[config.mk]
export PLATFORM = sky130hd
export DESIGN_NAME = smp_message_parser
export DESIGN_NICKNAME = d
export VERILOG_FILES = /design/src/hdl/smp_pkg.sv /design/src/hdl/smp_fifo_if.sv /design/src/hdl/smp_message_parser.sv /design/src/hdl/smp_fifo.sv
export VERILOG_INCLUDE_DIRS = /design/src /design/src/hdl
export SDC_FILE = /design/constraint.sdc
export NUM_CORES = 1
export LEC_CHECK = 0
export ABC_AREA = 1
export BUFFER_PORTS_ARGS = -buffer_cell sky130_fd_sc_hd__buf_2
export CORE_UTILIZATION = 45
export CTS_BUF_LIST = sky130_fd_sc_hd__clkbuf_8
export DETAILED_ROUTE_END_ITERATION = 6
export SYNTH_ARGS = -nofsm -noshare
export SYNTH_HDL_FRONTEND = slang
export SYNTH_SLANG_ARGS = --single-unit
[constraint.sdc]
create_clock -name clock_i -period 5.2 [get_ports clock_i]
set_input_delay 1.04 -clock clock_i [delete_from_list [all_inputs] [get_ports clock_i]]
set_output_delay 1.04 -clock clock_i [all_outputs]
set_load 0.005 [all_outputs]
[src/hdl/smp_cfg.svh]
// character codes, limits and sizes for the message parser
`ifndef SMP_CFG_SVH
`define SMP_CFG_SVH
`define SMP_CH_NL 8'h0a
`define SMP_CH_CR 8'h0d
`define SMP_CH_SPACE 8'h20
`define SMP_CH_STAR 8'h2a
`define SMP_CH_COLON 8'h3a
`define SMP_CH_SEMI 8'h3b
`define SMP_CH_QUERY 8'h3f
`define SMP_CH_UP_A 8'h41
`define SMP_CH_UP_Z 8'h5a
`define SMP_CH_LOW_A 8'h61
`define SMP_CH_LOW_Z 8'h7a
`define SMP_CASE_MASK 8'hdf
`define SMP_FIFO_DEPTH 32
`define SMP_FIFO_WIDTH 9
`define SMP_KW_MAX 4'hc
`define SMP_TREE_MAX 3'h4
`define SMP_KW_COUNT 24
`define SMP_KW_ROOT_MASK 24'h003fff
`define SMP_KW_SUB_MASK 24'hfff800
`endif

[src/hdl/smp_pkg.sv]
// types shared by the message parser and its input queue
package smp_pkg;
`include "smp_cfg.svh"
	// one-hot parser states
	typedef enum logic [6:0] {
		ST_START = 7'h01,
		ST_KEY = 7'h02,
		ST_QRY = 7'h04,
		ST_SEP = 7'h08,
		ST_DATA = 7'h10,
		ST_COMMON = 7'h20,
		ST_SKIP = 7'h40
	} smp_state_t;
	// codes of queued error entries
	typedef enum logic [2:0] {
		ERR_NONE = 3'h0,
		ERR_KEYWORD = 3'h1,
		ERR_SEPARATOR = 3'h2,
		ERR_DATA = 3'h3,
		ERR_DEPTH = 3'h4,
		ERR_LENGTH = 3'h5
	} smp_err_t;
	typedef logic [4:0] smp_kw_id_t;
endpackage

[src/hdl/smp_fifo_if.sv]
// valid/ready carrier between the parser and its input queue
`timescale 1ns/100ps
interface smp_fifo_if #(parameter int WIDTH = 9);
	logic [WIDTH-1:0] wr_data;
	logic wr_valid;
	logic wr_ready;
	logic [WIDTH-1:0] rd_data;
	logic rd_valid;
	logic rd_ready;
	modport queue (input wr_data, wr_valid, rd_ready, output wr_ready, rd_data, rd_valid);
	modport user (output wr_data, wr_valid, rd_ready, input wr_ready, rd_data, rd_valid);
endinterface

[src/hdl/smp_message_parser.sv]
// character-level program message parser with keyword tree tracking
`timescale 1ns/100ps
`include "smp_cfg.svh"
module smp_message_parser
	import smp_pkg::*;
(
	input wire logic clock_i,
	input wire logic resetn_i,
	input wire logic ce_i,
	input wire logic [7:0] char_i,
	input wire logic char_eol_i,
	input wire logic char_valid_i,
	output logic char_ready_o,
	input wire logic sink_ready_i,
	output logic unit_valid_o,
	output logic unit_error_o,
	output logic unit_query_o,
	output logic unit_common_o,
	output logic unit_data_o,
	output logic [2:0] unit_depth_o,
	output logic [19:0] unit_path_o,
	output logic data_valid_o,
	output logic [7:0] data_char_o,
	output logic err_push_o,
	output logic [2:0] err_code_o,
	output logic cmd_error_o,
	output logic msg_end_o
);
	localparam int NKW = `SMP_KW_COUNT;
	// keyword table, entry g has id g+1
	localparam logic [95:0] KW_TXT [NKW] = '{
		"ABORT", "CALIBRATE", "DISPLAY", "INITIATE", "LIST", "MEASURE",
		"OUTPUT", "SOURCE", "STATUS", "SYSTEM", "TRIGGER", "VOLTAGE",
		"CURRENT", "FUNCTION", "LEVEL", "IMMEDIATE", "OPERATION", "PRESET",
		"QUESTIONABLE", "CONDITION", "ENABLE", "EVENT", "MODE", "ERROR"};
	localparam logic [NKW-1:0] KW_ROOT = `SMP_KW_ROOT_MASK;
	localparam logic [NKW-1:0] KW_SUB = `SMP_KW_SUB_MASK;

	// letters in a long form
	function automatic int kw_long(input logic [95:0] t);
		int n;
		n = 0;
		for (int i = 0; i < 12; i++)
			if (t[i*8 +: 8] != 8'h00)
				n = i + 1;
		return n;
	endfunction

	// letters in the short form
	function automatic int kw_short(input logic [95:0] t);
		int n;
		logic [7:0] c4;
		n = kw_long(t);
		c4 = 8'h00;
		if (n <= 4)
			return n;
		c4 = t[(n-4)*8 +: 8];
		if (c4 inside {8'h41, 8'h45, 8'h49, 8'h4f, 8'h55})
			return 3;
		return 4;
	endfunction

	smp_fifo_if #(.WIDTH(`SMP_FIFO_WIDTH)) fq ();

	smp_state_t st_r;
	smp_state_t st_nxt;
	smp_err_t ecode;
	smp_kw_id_t hit_id;
	logic [7:0] ch;
	logic [7:0] up_ch;
	logic eolf;
	logic take;
	logic ignore;
	logic step;
	logic is_term;
	logic is_end;
	logic is_letter;
	logic at_root;
	logic push_bad;
	logic [NKW-1:0] kw_hit;
	logic [95:0] kw_buf_r;
	logic [3:0] kw_len_r;
	logic [2:0] depth_r;
	logic [2:0] depth_new;
	logic [19:0] path_r;
	logic [19:0] path_new;
	logic colon_r;
	logic qry_r;
	logic hasd_r;
	logic com_r;
	logic err_seen_r;
	logic do_app;
	logic do_push;
	logic do_fin;
	logic do_term;
	logic do_err;
	logic do_data;
	logic do_qry;
	logic do_root;
	logic do_com;
	logic do_hasd;
	logic bad;
	logic unit_valid_r;
	logic unit_error_r;
	logic unit_query_r;
	logic unit_common_r;
	logic unit_data_r;
	logic [2:0] unit_depth_r;
	logic [19:0] unit_path_r;
	logic data_valid_r;
	logic [7:0] data_char_r;
	logic err_push_r;
	logic [2:0] err_code_r;
	logic cmd_error_r;
	logic msg_end_r;

	// queue between the link side and the parser
	smp_fifo u_fifo (
		.clock_i(clock_i),
		.resetn_i(resetn_i),
		.ce_i(ce_i),
		.q_if(fq)
	);
	assign fq.wr_data = {char_eol_i, char_i};
	assign fq.wr_valid = char_valid_i;
	assign fq.rd_ready = sink_ready_i;
	assign char_ready_o = fq.wr_ready;

	// character classification
	assign ch = fq.rd_data[7:0];
	assign eolf = fq.rd_data[8];
	assign take = ce_i & fq.rd_valid & sink_ready_i;
	assign ignore = (ch == `SMP_CH_CR) & ~eolf; // carriage return is dropped
	assign step = take & ~ignore;
	assign is_term = (ch == `SMP_CH_NL) | eolf;
	assign is_end = is_term | (ch == `SMP_CH_SEMI);
	assign up_ch = (ch >= `SMP_CH_LOW_A && ch <= `SMP_CH_LOW_Z) ? (ch & `SMP_CASE_MASK) : ch;
	assign is_letter = (up_ch >= `SMP_CH_UP_A) && (up_ch <= `SMP_CH_UP_Z);
	assign at_root = (depth_r == 3'h0);

	// one matcher per keyword entry
	for (genvar g = 0; g < NKW; g++)
	begin : g_kw
		localparam int LL = kw_long(KW_TXT[g]);
		localparam int SL = kw_short(KW_TXT[g]);
		localparam logic [95:0] SHORT_TXT = KW_TXT[g] >> ((LL - SL) * 8);
		localparam logic [3:0] LL4 = 4'(LL);
		localparam logic [3:0] SL4 = 4'(SL);
		logic form_ok;
		assign form_ok = (kw_len_r == LL4 && kw_buf_r == KW_TXT[g]) ||
			(kw_len_r == SL4 && kw_buf_r == SHORT_TXT);
		assign kw_hit[g] = form_ok && (at_root ? KW_ROOT[g] : KW_SUB[g]);
	end

	// hit encoder and tree insertion of the matched keyword
	always_comb
	begin
		hit_id = '0;
		for (int g = 0; g < NKW; g++)
			if (kw_hit[g])
				hit_id = 5'(g + 1);
		push_bad = (kw_hit == '0) || (depth_r == `SMP_TREE_MAX);
		path_new = path_r;
		// slots above the new keyword clear, so a path holds only its own keywords
		for (int i = 0; i < 4; i++)
			if (do_push && depth_r == 3'(i))
				path_new[i*5 +: 5] = hit_id;
			else if (do_push && depth_r < 3'(i))
				path_new[i*5 +: 5] = 5'h00;
		depth_new = depth_r + {2'b00, do_push};
	end

	// next state and per-character actions
	always_comb
	begin
		st_nxt = st_r;
		ecode = ERR_NONE;
		do_app = 1'b0;
		do_push = 1'b0;
		do_fin = 1'b0;
		do_term = 1'b0;
		do_err = 1'b0;
		do_data = 1'b0;
		do_qry = 1'b0;
		do_root = 1'b0;
		do_com = 1'b0;
		do_hasd = 1'b0;
		if (step)
		begin
			case (st_r)
				ST_START:
					if (is_term)
					begin
						do_term = 1'b1;
						if (colon_r)
						begin
							do_err = 1'b1;
							ecode = ERR_SEPARATOR;
						end
					end
					else if (ch == `SMP_CH_COLON && !colon_r)
						do_root = 1'b1;
					else if (ch == `SMP_CH_STAR && !colon_r)
					begin
						do_com = 1'b1;
						st_nxt = ST_COMMON;
					end
					else if (is_letter)
					begin
						do_app = 1'b1;
						st_nxt = ST_KEY;
					end
					else if (!(ch == `SMP_CH_SPACE && !colon_r))
					begin
						do_err = 1'b1;
						ecode = ERR_SEPARATOR;
					end
				ST_KEY:
					if (is_end)
					begin
						do_push = 1'b1; // end-of-line flag beats the letter it rides on
						do_fin = 1'b1;
						do_term = is_term;
						st_nxt = ST_START;
					end
					else if (is_letter)
					begin
						do_app = 1'b1;
						if (kw_len_r == `SMP_KW_MAX)
						begin
							do_err = 1'b1;
							ecode = ERR_LENGTH;
						end
					end
					else if (ch == `SMP_CH_COLON)
						do_push = 1'b1;
					else if (ch == `SMP_CH_QUERY)
					begin
						do_push = 1'b1;
						do_qry = 1'b1;
						st_nxt = ST_QRY;
					end
					else if (ch == `SMP_CH_SPACE)
					begin
						do_push = 1'b1;
						st_nxt = ST_SEP;
					end
					else
					begin
						do_err = 1'b1;
						ecode = ERR_DATA;
					end
				ST_QRY:
					if (is_end)
					begin
						do_fin = 1'b1;
						do_term = is_term;
						st_nxt = ST_START;
					end
					else if (ch == `SMP_CH_SPACE)
						st_nxt = ST_SEP;
					else
					begin
						do_err = 1'b1;
						ecode = ERR_DATA;
					end
				ST_SEP, ST_DATA, ST_COMMON, ST_SKIP:
					if (is_end)
					begin
						do_fin = 1'b1;
						do_term = is_term;
						st_nxt = ST_START;
					end
					else if (st_r == ST_SEP && ch == `SMP_CH_SPACE)
						st_nxt = ST_SEP;
					else if (st_r != ST_SKIP)
					begin
						do_data = 1'b1;
						do_hasd = (st_r != ST_COMMON);
						st_nxt = (st_r == ST_COMMON) ? ST_COMMON : ST_DATA;
					end
				default:
					st_nxt = ST_START;
			endcase
		end
		// error discards the rest of the unit
		bad = do_err | (do_push & push_bad);
		if (bad)
		begin
			if (!do_err)
				ecode = (depth_r == `SMP_TREE_MAX) ? ERR_DEPTH : ERR_KEYWORD;
			do_app = 1'b0;
			do_push = 1'b0;
			do_data = 1'b0;
			do_qry = 1'b0;
			do_fin = is_end;
			do_term = is_term;
			st_nxt = is_end ? ST_START : ST_SKIP;
		end
	end

	// state register
	always_ff @(posedge clock_i or negedge resetn_i)
	begin
		if (!resetn_i)
			st_r <= ST_START;
		else if (ce_i)
			st_r <= st_nxt;
	end

	// keyword collection buffer, upper case, last letter in the low byte
	always_ff @(posedge clock_i or negedge resetn_i)
	begin
		if (!resetn_i)
		begin
			kw_buf_r <= '0;
			kw_len_r <= 4'h0;
		end
		else if (step)
		begin
			if (do_app)
			begin
				kw_buf_r <= {kw_buf_r[87:0], up_ch};
				kw_len_r <= kw_len_r + 4'h1;
			end
			else if (do_push || st_nxt != ST_KEY)
			begin
				kw_buf_r <= '0;
				kw_len_r <= 4'h0;
			end
		end
	end

	// tree position, held as the base level between units
	always_ff @(posedge clock_i or negedge resetn_i)
	begin
		if (!resetn_i)
		begin
			depth_r <= 3'h0;
			path_r <= '0;
		end
		else if (step)
		begin
			path_r <= path_new;
			if (do_term || do_root || (do_fin && (bad || err_seen_r)))
				depth_r <= 3'h0;
			else if (do_fin && !com_r)
				depth_r <= depth_new - 3'h1;
			else if (do_push)
				depth_r <= depth_new;
		end
	end

	// per-unit flags
	always_ff @(posedge clock_i or negedge resetn_i)
	begin
		if (!resetn_i)
		begin
			colon_r <= 1'b0;
			qry_r <= 1'b0;
			hasd_r <= 1'b0;
			com_r <= 1'b0;
			err_seen_r <= 1'b0;
		end
		else if (step)
		begin
			colon_r <= do_root & ~bad;
			qry_r <= do_fin ? 1'b0 : (qry_r | do_qry);
			hasd_r <= do_fin ? 1'b0 : (hasd_r | do_hasd);
			com_r <= do_fin ? 1'b0 : (com_r | do_com);
			err_seen_r <= do_fin ? 1'b0 : (err_seen_r | bad);
		end
	end

	// unit, data and error outputs
	always_ff @(posedge clock_i or negedge resetn_i)
	begin
		if (!resetn_i)
		begin
			unit_valid_r <= 1'b0;
			unit_error_r <= 1'b0;
			unit_query_r <= 1'b0;
			unit_common_r <= 1'b0;
			unit_data_r <= 1'b0;
			unit_depth_r <= 3'h0;
			unit_path_r <= '0;
			data_valid_r <= 1'b0;
			data_char_r <= 8'h00;
			err_push_r <= 1'b0;
			err_code_r <= 3'h0;
			msg_end_r <= 1'b0;
		end
		else if (ce_i)
		begin
			unit_valid_r <= do_fin;
			data_valid_r <= do_data;
			err_push_r <= bad;
			msg_end_r <= do_term;
			if (do_fin)
			begin
				unit_error_r <= bad | err_seen_r;
				unit_query_r <= qry_r;
				unit_common_r <= com_r;
				unit_data_r <= hasd_r;
				unit_depth_r <= depth_new;
				unit_path_r <= path_new;
			end
			if (do_data)
				data_char_r <= ch;
			if (bad)
				err_code_r <= ecode;
		end
	end

	// status bit 3, error set wins over a clean unit
	always_ff @(posedge clock_i or negedge resetn_i)
	begin
		if (!resetn_i)
			cmd_error_r <= 1'b0;
		else if (ce_i)
		begin
			if (bad)
				cmd_error_r <= 1'b1;
			else if (do_fin && !err_seen_r)
				cmd_error_r <= 1'b0;
		end
	end

	assign unit_valid_o = unit_valid_r;
	assign unit_error_o = unit_error_r;
	assign unit_query_o = unit_query_r;
	assign unit_common_o = unit_common_r;
	assign unit_data_o = unit_data_r;
	assign unit_depth_o = unit_depth_r;
	assign unit_path_o = unit_path_r;
	assign data_valid_o = data_valid_r;
	assign data_char_o = data_char_r;
	assign err_push_o = err_push_r;
	assign err_code_o = err_code_r;
	assign cmd_error_o = cmd_error_r;
	assign msg_end_o = msg_end_r;
endmodule

[src/hdl/smp_fifo.sv]
// character queue in front of the parser
`timescale 1ns/100ps
`include "smp_cfg.svh"
module smp_fifo
	import smp_pkg::*;
#(
	parameter int WIDTH = `SMP_FIFO_WIDTH,
	parameter int DEPTH = `SMP_FIFO_DEPTH
)
(
	input wire logic clock_i,
	input wire logic resetn_i,
	input wire logic ce_i,
	smp_fifo_if.queue q_if
);
	localparam int AW = $clog2(DEPTH);
	localparam logic [AW:0] FULL_COUNT = (AW+1)'(DEPTH);
	logic [WIDTH-1:0] mem_r [DEPTH];
	logic [AW-1:0] wptr_r;
	logic [AW-1:0] rptr_r;
	logic [AW:0] count_r;
	logic [AW:0] count_nxt;
	logic space_r;
	logic push;
	logic pop;

	// handshakes, frozen while the clock enable is low
	assign push = ce_i & q_if.wr_valid & space_r;
	assign pop = ce_i & q_if.rd_valid & q_if.rd_ready;
	assign q_if.rd_valid = (count_r != '0);
	assign q_if.rd_data = mem_r[rptr_r];
	assign q_if.wr_ready = space_r;

	// occupancy after this cycle
	always_comb
	begin
		count_nxt = count_r + {{AW{1'b0}}, push} - {{AW{1'b0}}, pop};
	end

	// storage, no reset needed
	always_ff @(posedge clock_i)
	begin
		if (push)
			mem_r[wptr_r] <= q_if.wr_data;
	end

	// pointers wrap naturally, depth is a power of two
	always_ff @(posedge clock_i or negedge resetn_i)
	begin
		if (!resetn_i)
		begin
			wptr_r <= '0;
			rptr_r <= '0;
			count_r <= '0;
			space_r <= 1'b1;
		end
		else
		begin
			if (push)
				wptr_r <= wptr_r + 1'b1;
			if (pop)
				rptr_r <= rptr_r + 1'b1;
			count_r <= count_nxt;
			space_r <= (count_nxt != FULL_COUNT); // registered not-full flag
		end
	end
endmodule

==> impl_metrics.py, run 1 <==
metrics = {
    "placed_design": {
        "portBuffers": 57,
        "dp_cells": 3522,
        "place.gp.congestion": 1.057,
        "dpl.hpwl_um": 60370,
    },
    "run_status": {
        "status": "finished, final reports clean",
    },
    "critical_path": {
        "cp.arrival_ps": 5370,
        "rr_endpoint": "depth_r[2]$_DFFE_PN0P_",
        "critical_path.slowest_cell": "dfrtp_4",
        "cp-start-kind": "register",
        "cpMostUsedCell": "nand2_1",
        "cpPeakStageDelay_ps": 650,
        "worstPathMaxFanout": 58,
        "critPathTopFamily": "simple AND/OR/NAND/NOR gates",
        "end_kind": "register",
        "cp_data_required_time_ps": 5740,
        "ff2ff_path_depth": 29,
        "path_class": "reg -> reg",
        "r2r_start": "u_fifo.rptr_r[0]$_DFFE_PN0P_",
        "cp_num_buf_inv": 4,
        "r2r_slack_ps": 370,
    },
    "layout": {
        "fin_cells": 3669,
        "fillers": 5115,
        "drive_gt1_share_pct": 9.362,
        "multiInputGateArea_sq_um": 9002,
        "nets": 2952,
        "ff_latch_area_sq_um": 13540,
        "layout-area-overhead-vs-synth_pct": 11.37,
    },
    "power": {
        "powerDensity_nw_per_um2": 430.5,
        "finalPower_mw": 11.68,
        "ir_drop_mv": 0.2928,
        "p_leak_nw": 11.47,
    },
    "cts": {
        "cts_tree": "done",
        "hold_buffers": 0,
        "ctsHtreeMaxLevel": 3,
        "clk_pin_slew_worst_paths_ps": 60,
        "root_buffer": "clkbuf_8",
        "cts.repair.resized": 0,
        "clock_sinks": 483,
        "clk_latency_ps": 700,
        "postCtsSetupBuffers": 0,
        "cts_buffers": 81,
        "cts_buffer_depth": 3,
    },
    "global_routing": {
        "antenna_found_initial": 0,
        "grt_pass1_vias": 20400,
        "gr-usage-all-layers_pct": 30.37,
        "grt_max_degree": 105,
        "grt-ovfl-total": 0,
        "grt_pass1_wl_um": 126600,
    },
    "yosys": {
        "yosys_warnings": 0,
        "ys_top_cells_by_area": "edfxtp_1 36%, dfrtp_1 20%, nand2_1 10%",
        "synth_top_area_share_pct": 35.50,
        "ys_seq_area_share_pct": 55.54,
        "syn_area_per_cell_sq_um": 8.666,
        "syn_area_sq_um": 24360,
        "synth_fp_nets": 2846,
        "synthCells": 2811,
        "synth_top_cell_by_area": "edfxtp_1",
        "synth-seq-cells": 483,
        "synth_cell_type_count": 54,
    },
    "timing": {
        "drv_slew": 0,
        "fin_setup_tns_ps": 0,
        "finalCritPeriodShare_pct": 92.79,
        "finalCriticalPeriod_ps": 4825,
        "maxSlewHeadroom_pct": 19.96,
        "worst_pin_slew_ps": 1196,
        "rsz0062_at_grt": "no",
        "max_freq_mhz": 207.2,
        "fin_skew_ps": 59.67,
        "setup_viol": 0,
        "final_hold_viol_count": 0,
    },
    "floorplan": {
        "initial_core_util_pct": 45.99,
        "io_pins": 58,
        "dieHeight_um": 234.7,
        "die_area_sq_um": 55070,
        "coreArea_sq_um": 52970,
        "row_count": 84,
        "die_w_um": 234.7,
    },
    "route": {
        "vias": 20850,
        "drtPass1Iterations": 6,
        "vias_per_cell": 5.682,
        "wl_um": 83370,
        "drc_errors": 0,
        "drt-initial-drc-count": 2078,
        "drtAntennaViolNets": 0,
        "post_drt_wl_per_cell_um": 22.72,
    },
    "worst_hold_path": {
        "hold_path_class": "in -> async",
    },
    "flow_run": {
        "maxCapViolations": 0,
    },
}
cells in the mapped netlist, drive strengths merged:
master     n
o21bai     1
fa         1
o211ai     4
a22oi      1
nand3b     6
nor3     108
dfstp      2
o31ai      3
o21ai     95
xnor2      2
a21oi     41
a21boi     2
o221ai     3
a31oi      3
nor3b      1
edfxtp   288
xor2      14
nor4      40
a2111oi    2
o21a       3
o41ai      3
a41oi      1
clkinv     4
and2       2
buf       72
nor2     350
nand2    694
nand4     98
inv      327
nand3    299
clkbuf    29
o22ai     98
o311ai     1
ha        20
dfrtp    193
area by class of cell:
cell class / count / area share (%)
Sequential cell: 483 / 49.89
Multi-Input combinational cell: 1896 / 33.18
Inverter: 331 / 4.593
Clock buffer: 89 / 4.515
Timing Repair Buffer: 124 / 3.307
Tap cell: 688 / 3.173
Clock inverter: 57 / 1.328
Antenna cell: 1 / 0.009224
logic make-up (layout without fill, tap and decap cells):
family | after synthesis | in the layout | share of synthesized area [%]
adders and majority gates | 21 | 21 | 1.109
DFF | 483 | 483 | 55.54
other | 0 | 1 | 0
and+or+nand+nor | 1598 | 1598 | 28.92
xor gates and xnor gates | 16 | 16 | 0.5753
buffers and inverters | 432 | 601 | 7.550
AOI/OAI and AO/OA | 261 | 261 | 6.302
routing by layer:
layer  share of wire, %  GRT usage, %  routed length, um
met4                4.5         13.98               3787
met2                 48         50.18              39910
met5                  0             0                  0
met1                 42         39.73              34660
met3                6.0         4.218               5006
worst register-to-register path: cells and delay by family, from the launching register on:
kind          cells  cell delay (ps)
fa+ha+maj         3              660
buf+inv           4              780
flops             1              650
xor+xnor          1              160
simple gates     21             2460
state kept, by name, indices dropped and copies added, names as in the netlist, 3 cells and up:
register        cells
err_code_o          3
kw_buf_r           96
u_fifo.rptr_r       5
path_r             20
st_r                7
u_fifo.wptr_r       5
u_fifo.count_r      6
unit_path_o        20
unit_depth_o        3
u_fifo.mem_r      288
kw_len_r            4
depth_r             3
data_char_o         8
cell usage in the layout (no fill, tap or decap), types with 4 or more instances in the layout:
cell type / synthesis / routed
ha_1: 20 / 20
nand2_2: 11 / 11
inv_2: 7 / 6
clkbuf_8: 0 / 90
o22ai_1: 94 / 94
o21ai_1: 9 / 9
buf_12: 0 / 8
nand4_1: 98 / 98
clkinv_2: 0 / 10
nand3b_1: 6 / 6
nor3_1: 106 / 106
xor2_1: 14 / 14
nand3_1: 298 / 298
a21oi_1: 41 / 41
nor4_1: 40 / 40
buf_2: 37 / 56
o22ai_2: 4 / 4
edfxtp_1: 288 / 288
nor2_1: 339 / 338
buf_4: 9 / 59
clkinv_1: 4 / 19
inv_1: 319 / 343
dfrtp_1: 193 / 191
nor2_4: 6 / 6
nand2_1: 679 / 679
o21ai_0: 86 / 86
nor2_2: 4 / 5
stage by stage:
stage | instance area [sq um] | hold WS [ps] | utilization, % | setup WS [ps]
6_report | 27130 | 448.7 | 51.22 | 374.7
5_1_grt | 27130 | 490.7 | 51.21 | 18.54
4_1_cts | 27130 | 475.2 | 51.21 | 343.5
3_5_place_dp | 25540 | 452.8 | 48.22 | 366.9
3_3_place_gp | 25540 | 449.8 | 48.22 | 441.1
2_1_floorplan | 24360 | 431.5 | - | 1411
worst max-delay path by stage:
stage                                       startpoint                endpoint  cells past startpoint
final                     u_fifo.rptr_r[0]$_DFFE_PN0P_  depth_r[2]$_DFFE_PN0P_                     29
after global placement    u_fifo.rptr_r[0]$_DFFE_PN0P_  depth_r[2]$_DFFE_PN0P_                     29
after global routing      u_fifo.rptr_r[0]$_DFFE_PN0P_  depth_r[2]$_DFFE_PN0P_                     29
after detailed placement  u_fifo.rptr_r[0]$_DFFE_PN0P_  depth_r[2]$_DFFE_PN0P_                     29
after CTS                 u_fifo.rptr_r[0]$_DFFE_PN0P_  depth_r[2]$_DFFE_PN0P_                     29
after floorplan           u_fifo.rptr_r[0]$_DFFE_PN0P_  depth_r[2]$_DFFE_PN0P_                     30
report_power, final:
part           total (mW)  internal, mW  switching, mW  leakage (nW)
clock                3.31          1.71           1.61         0.906
combinational        3.83          1.10           2.74          5.33
sequential           4.53          4.32          0.207          5.24
Power figures use the tool's default switching activity.
==> run 2, diff against run 1 <==
--- a/config.mk
+++ b/config.mk
@@ -11,6 +11,7 @@
 export CORE_UTILIZATION = 45
 export CTS_BUF_LIST = sky130_fd_sc_hd__clkbuf_8
 export DETAILED_ROUTE_END_ITERATION = 6
+export RECOVER_POWER = 25
 export SYNTH_ARGS = -nofsm -noshare
 export SYNTH_HDL_FRONTEND = slang
 export SYNTH_SLANG_ARGS = --single-unit
==> run 2 against run 1 <==
- the flow now finishes with violations (max-capacitance violations, max-slew violations)
- fmax down 0.19%
- power about the same
- critical endpoint unchanged
- count of clock-buffer cells in the layout unchanged
- highest routed layer unchanged
- core utilization about the same
- first-iteration DRC count about the same
- setup slack worse by 9.0 ps
- register-to-register slack about the same
- clock power about the same
- die area unchanged
- critical path depth unchanged
- global-route usage unchanged
- critical path type unchanged
==> impl_metrics.py, run 2 (synthesis gave the netlist of run 1 again) <==
metrics = {
    "critical_path": {
        "path_class": "reg -> reg",
        "cpPeakStageDelay_ps": 650,
        "cp_data_required_time_ps": 5740,
        "end_kind": "register",
        "worstPathMaxFanout": 58,
        "cp-start-kind": "register",
        "cp.arrival_ps": 5370,
        "critical_path.slowest_cell": "dfrtp_4",
        "cpMostUsedCell": "nand2_1",
    },
    "cts": {
        "clk_pin_slew_worst_paths_ps": 60,
        "cts_buffers": 81,
        "clock_sinks": 483,
        "cts_tree": "done",
        "clk_latency_ps": 700,
        "ctsHtreeMaxLevel": 3,
        "postCtsSetupBuffers": 0,
        "cts.repair.resized": 0,
        "root_buffer": "clkbuf_8",
        "hold_buffers": 0,
        "cts_buffer_depth": 3,
    },
    "power": {
        "switching_power_mw": 4.552,
        "switching_share_pct": 38.97,
        "ir_drop_mv": 0.2903,
        "p_int_mw": 7.129,
        "p_leak_nw": 11.45,
        "powerDensity_nw_per_um2": 430.9,
        "power_frac_comb_pct": 32.8,
        "seqPwrFrac_pct": 38.8,
        "clkPwrFrac_pct": 28.4,
    },
    "timing": {
        "finalCriticalPeriod_ps": 4834,
        "rsz0062_at_grt": "no",
        "final_hold_viol_count": 0,
        "layout_setup_ws_ps": 365.8,
        "fin_skew_ps": 62.91,
        "drv_slew": 368,
        "setup_viol": 0,
        "worst_pin_slew_ps": 2734,
        "max_freq_mhz": 206.9,
        "finalCritPeriodShare_pct": 92.97,
        "maxSlewHeadroom_pct": -82.27,
        "fin_setup_tns_ps": 0,
        "hold_ws_ps": 471.3,
    },
    "placed_design": {
        "dpl.hpwl_um": 60370,
        "place.gp.congestion": 1.057,
        "portBuffers": 57,
        "dp_cells": 3522,
        "dp_slack_ps": 366.9,
    },
    "global_routing": {
        "antenna_found_initial": 0,
        "grt-ovfl-total": 0,
        "grt_max_degree": 105,
        "gr-usage-all-layers_pct": 30.37,
        "grt_pass1_vias": 20400,
        "grt_pass1_wl_um": 126600,
    },
    "route": {
        "vias": 20870,
        "vias_per_cell": 5.689,
        "post_drt_wl_per_cell_um": 22.70,
        "drtPass1Iterations": 6,
        "drt-initial-drc-count": 2076,
        "drtAntennaViolNets": 0,
        "drc_errors": 0,
        "wl_um": 83280,
    },
    "floorplan": {
        "die_w_um": 234.7,
        "dieHeight_um": 234.7,
        "initial_core_util_pct": 45.99,
        "coreArea_sq_um": 52970,
        "row_count": 84,
        "die_area_sq_um": 55070,
        "io_pins": 58,
    },
    "layout": {
        "drive_gt1_share_pct": 9.094,
        "final_cell_mix": "679 x nand2_1, 343 x inv_1, 338 x nor2_1",
        "reg_top3": "u_fifo.mem_r x288, kw_buf_r x96",
        "nets": 2952,
        "largest-register": "u_fifo.mem_r",
        "largest_reg_flops": 288,
        "final_common_cell": "nand2_1",
        "fin_cells": 3669,
        "layout-area-overhead-vs-synth_pct": 11.29,
    },
    "run_status": {
        "violations": "max-capacitance violations, max-slew violations",
        "status": "finished with violations",
    },
    "worst_hold_path": {
        "hold_path_class": "reg -> reg",
    },
    "flow_run": {
        "maxCapViolations": 9,
    },
}
==> run 2: cell count changes in the layout (fill, tap and decap cells not counted), sizes merged <==
cell and delta:
buf -8, clkbuf +8
==> run 2: routing by layer <==
layer	vias to the layer above	global-route usage, %	routed length [um]
met1	10160	39.73	34850
met4	0	13.98	3714
met3	174	4.218	4925
met2	804	50.18	39790
met5	-	0	0
li1	9734	-	-
==> run 2: layout make-up <==
class / instances / area [sq um]
antenna: 1 / 2.502
clock buffer: 89 / 1225
clock inverter: 57 / 360.3
fill: 5119 / 25860
inverter: 331 / 1246
multi-input combinational: 1896 / 9002
sequential: 483 / 13540
tap: 688 / 860.8
timing repair buffer: 124 / 878.3
==> run 2: power groups by stage <==
stage | combinational [mW] | clock (mW) | sequential [mW]
final | 3.83 | 3.32 | 4.53
after global routing | 4.22 | 3.55 | 4.56
after global placement | 3.80 | 0 | 4.60
after floorplan | 2.69 | 0 | 4.50
after CTS | 3.84 | 3.39 | 4.53
after detailed placement | 3.82 | 0 | 4.60
==> run 2: worst paths after layout <==
path,start,end,slack (ps),cells after the start
max,u_fifo.rptr_r[0]$_DFFE_PN0P_,depth_r[2]$_DFFE_PN0P_,370,29
min,unit_path_o[2]$_DFFE_PN0P_,unit_path_o[2]$_DFFE_PN0P_,470,2
max reg2reg,u_fifo.rptr_r[0]$_DFFE_PN0P_,depth_r[2]$_DFFE_PN0P_,370,29
min reg2reg,unit_path_o[2]$_DFFE_PN0P_,unit_path_o[2]$_DFFE_PN0P_,470,2
max in group asynchronous,resetn_i,u_fifo.rptr_r[0]$_DFFE_PN0P_,2010,1
min in group asynchronous,resetn_i,kw_buf_r[50]$_DFFE_PN0P_,1190,1
==> run 2: per-stage QoR <==
step	utilization, %	total power [mW]	area, sq um
after global routing	51.18	12.33	27110
after global placement	48.22	8.395	25540
final	51.18	11.68	27110
after floorplan	-	7.190	24360
after detailed placement	48.22	8.423	25540
after CTS	51.21	11.75	27130
==> run 2: critical path: cells and delay by family, from the launching register on <==
family | cells | cell delay, ps
DFF | 1 | 650
adders and majority gates | 3 | 660
buffers and inverters | 4 | 750
xor gates and xnor gates | 1 | 160
and+or+nand+nor | 21 | 2420
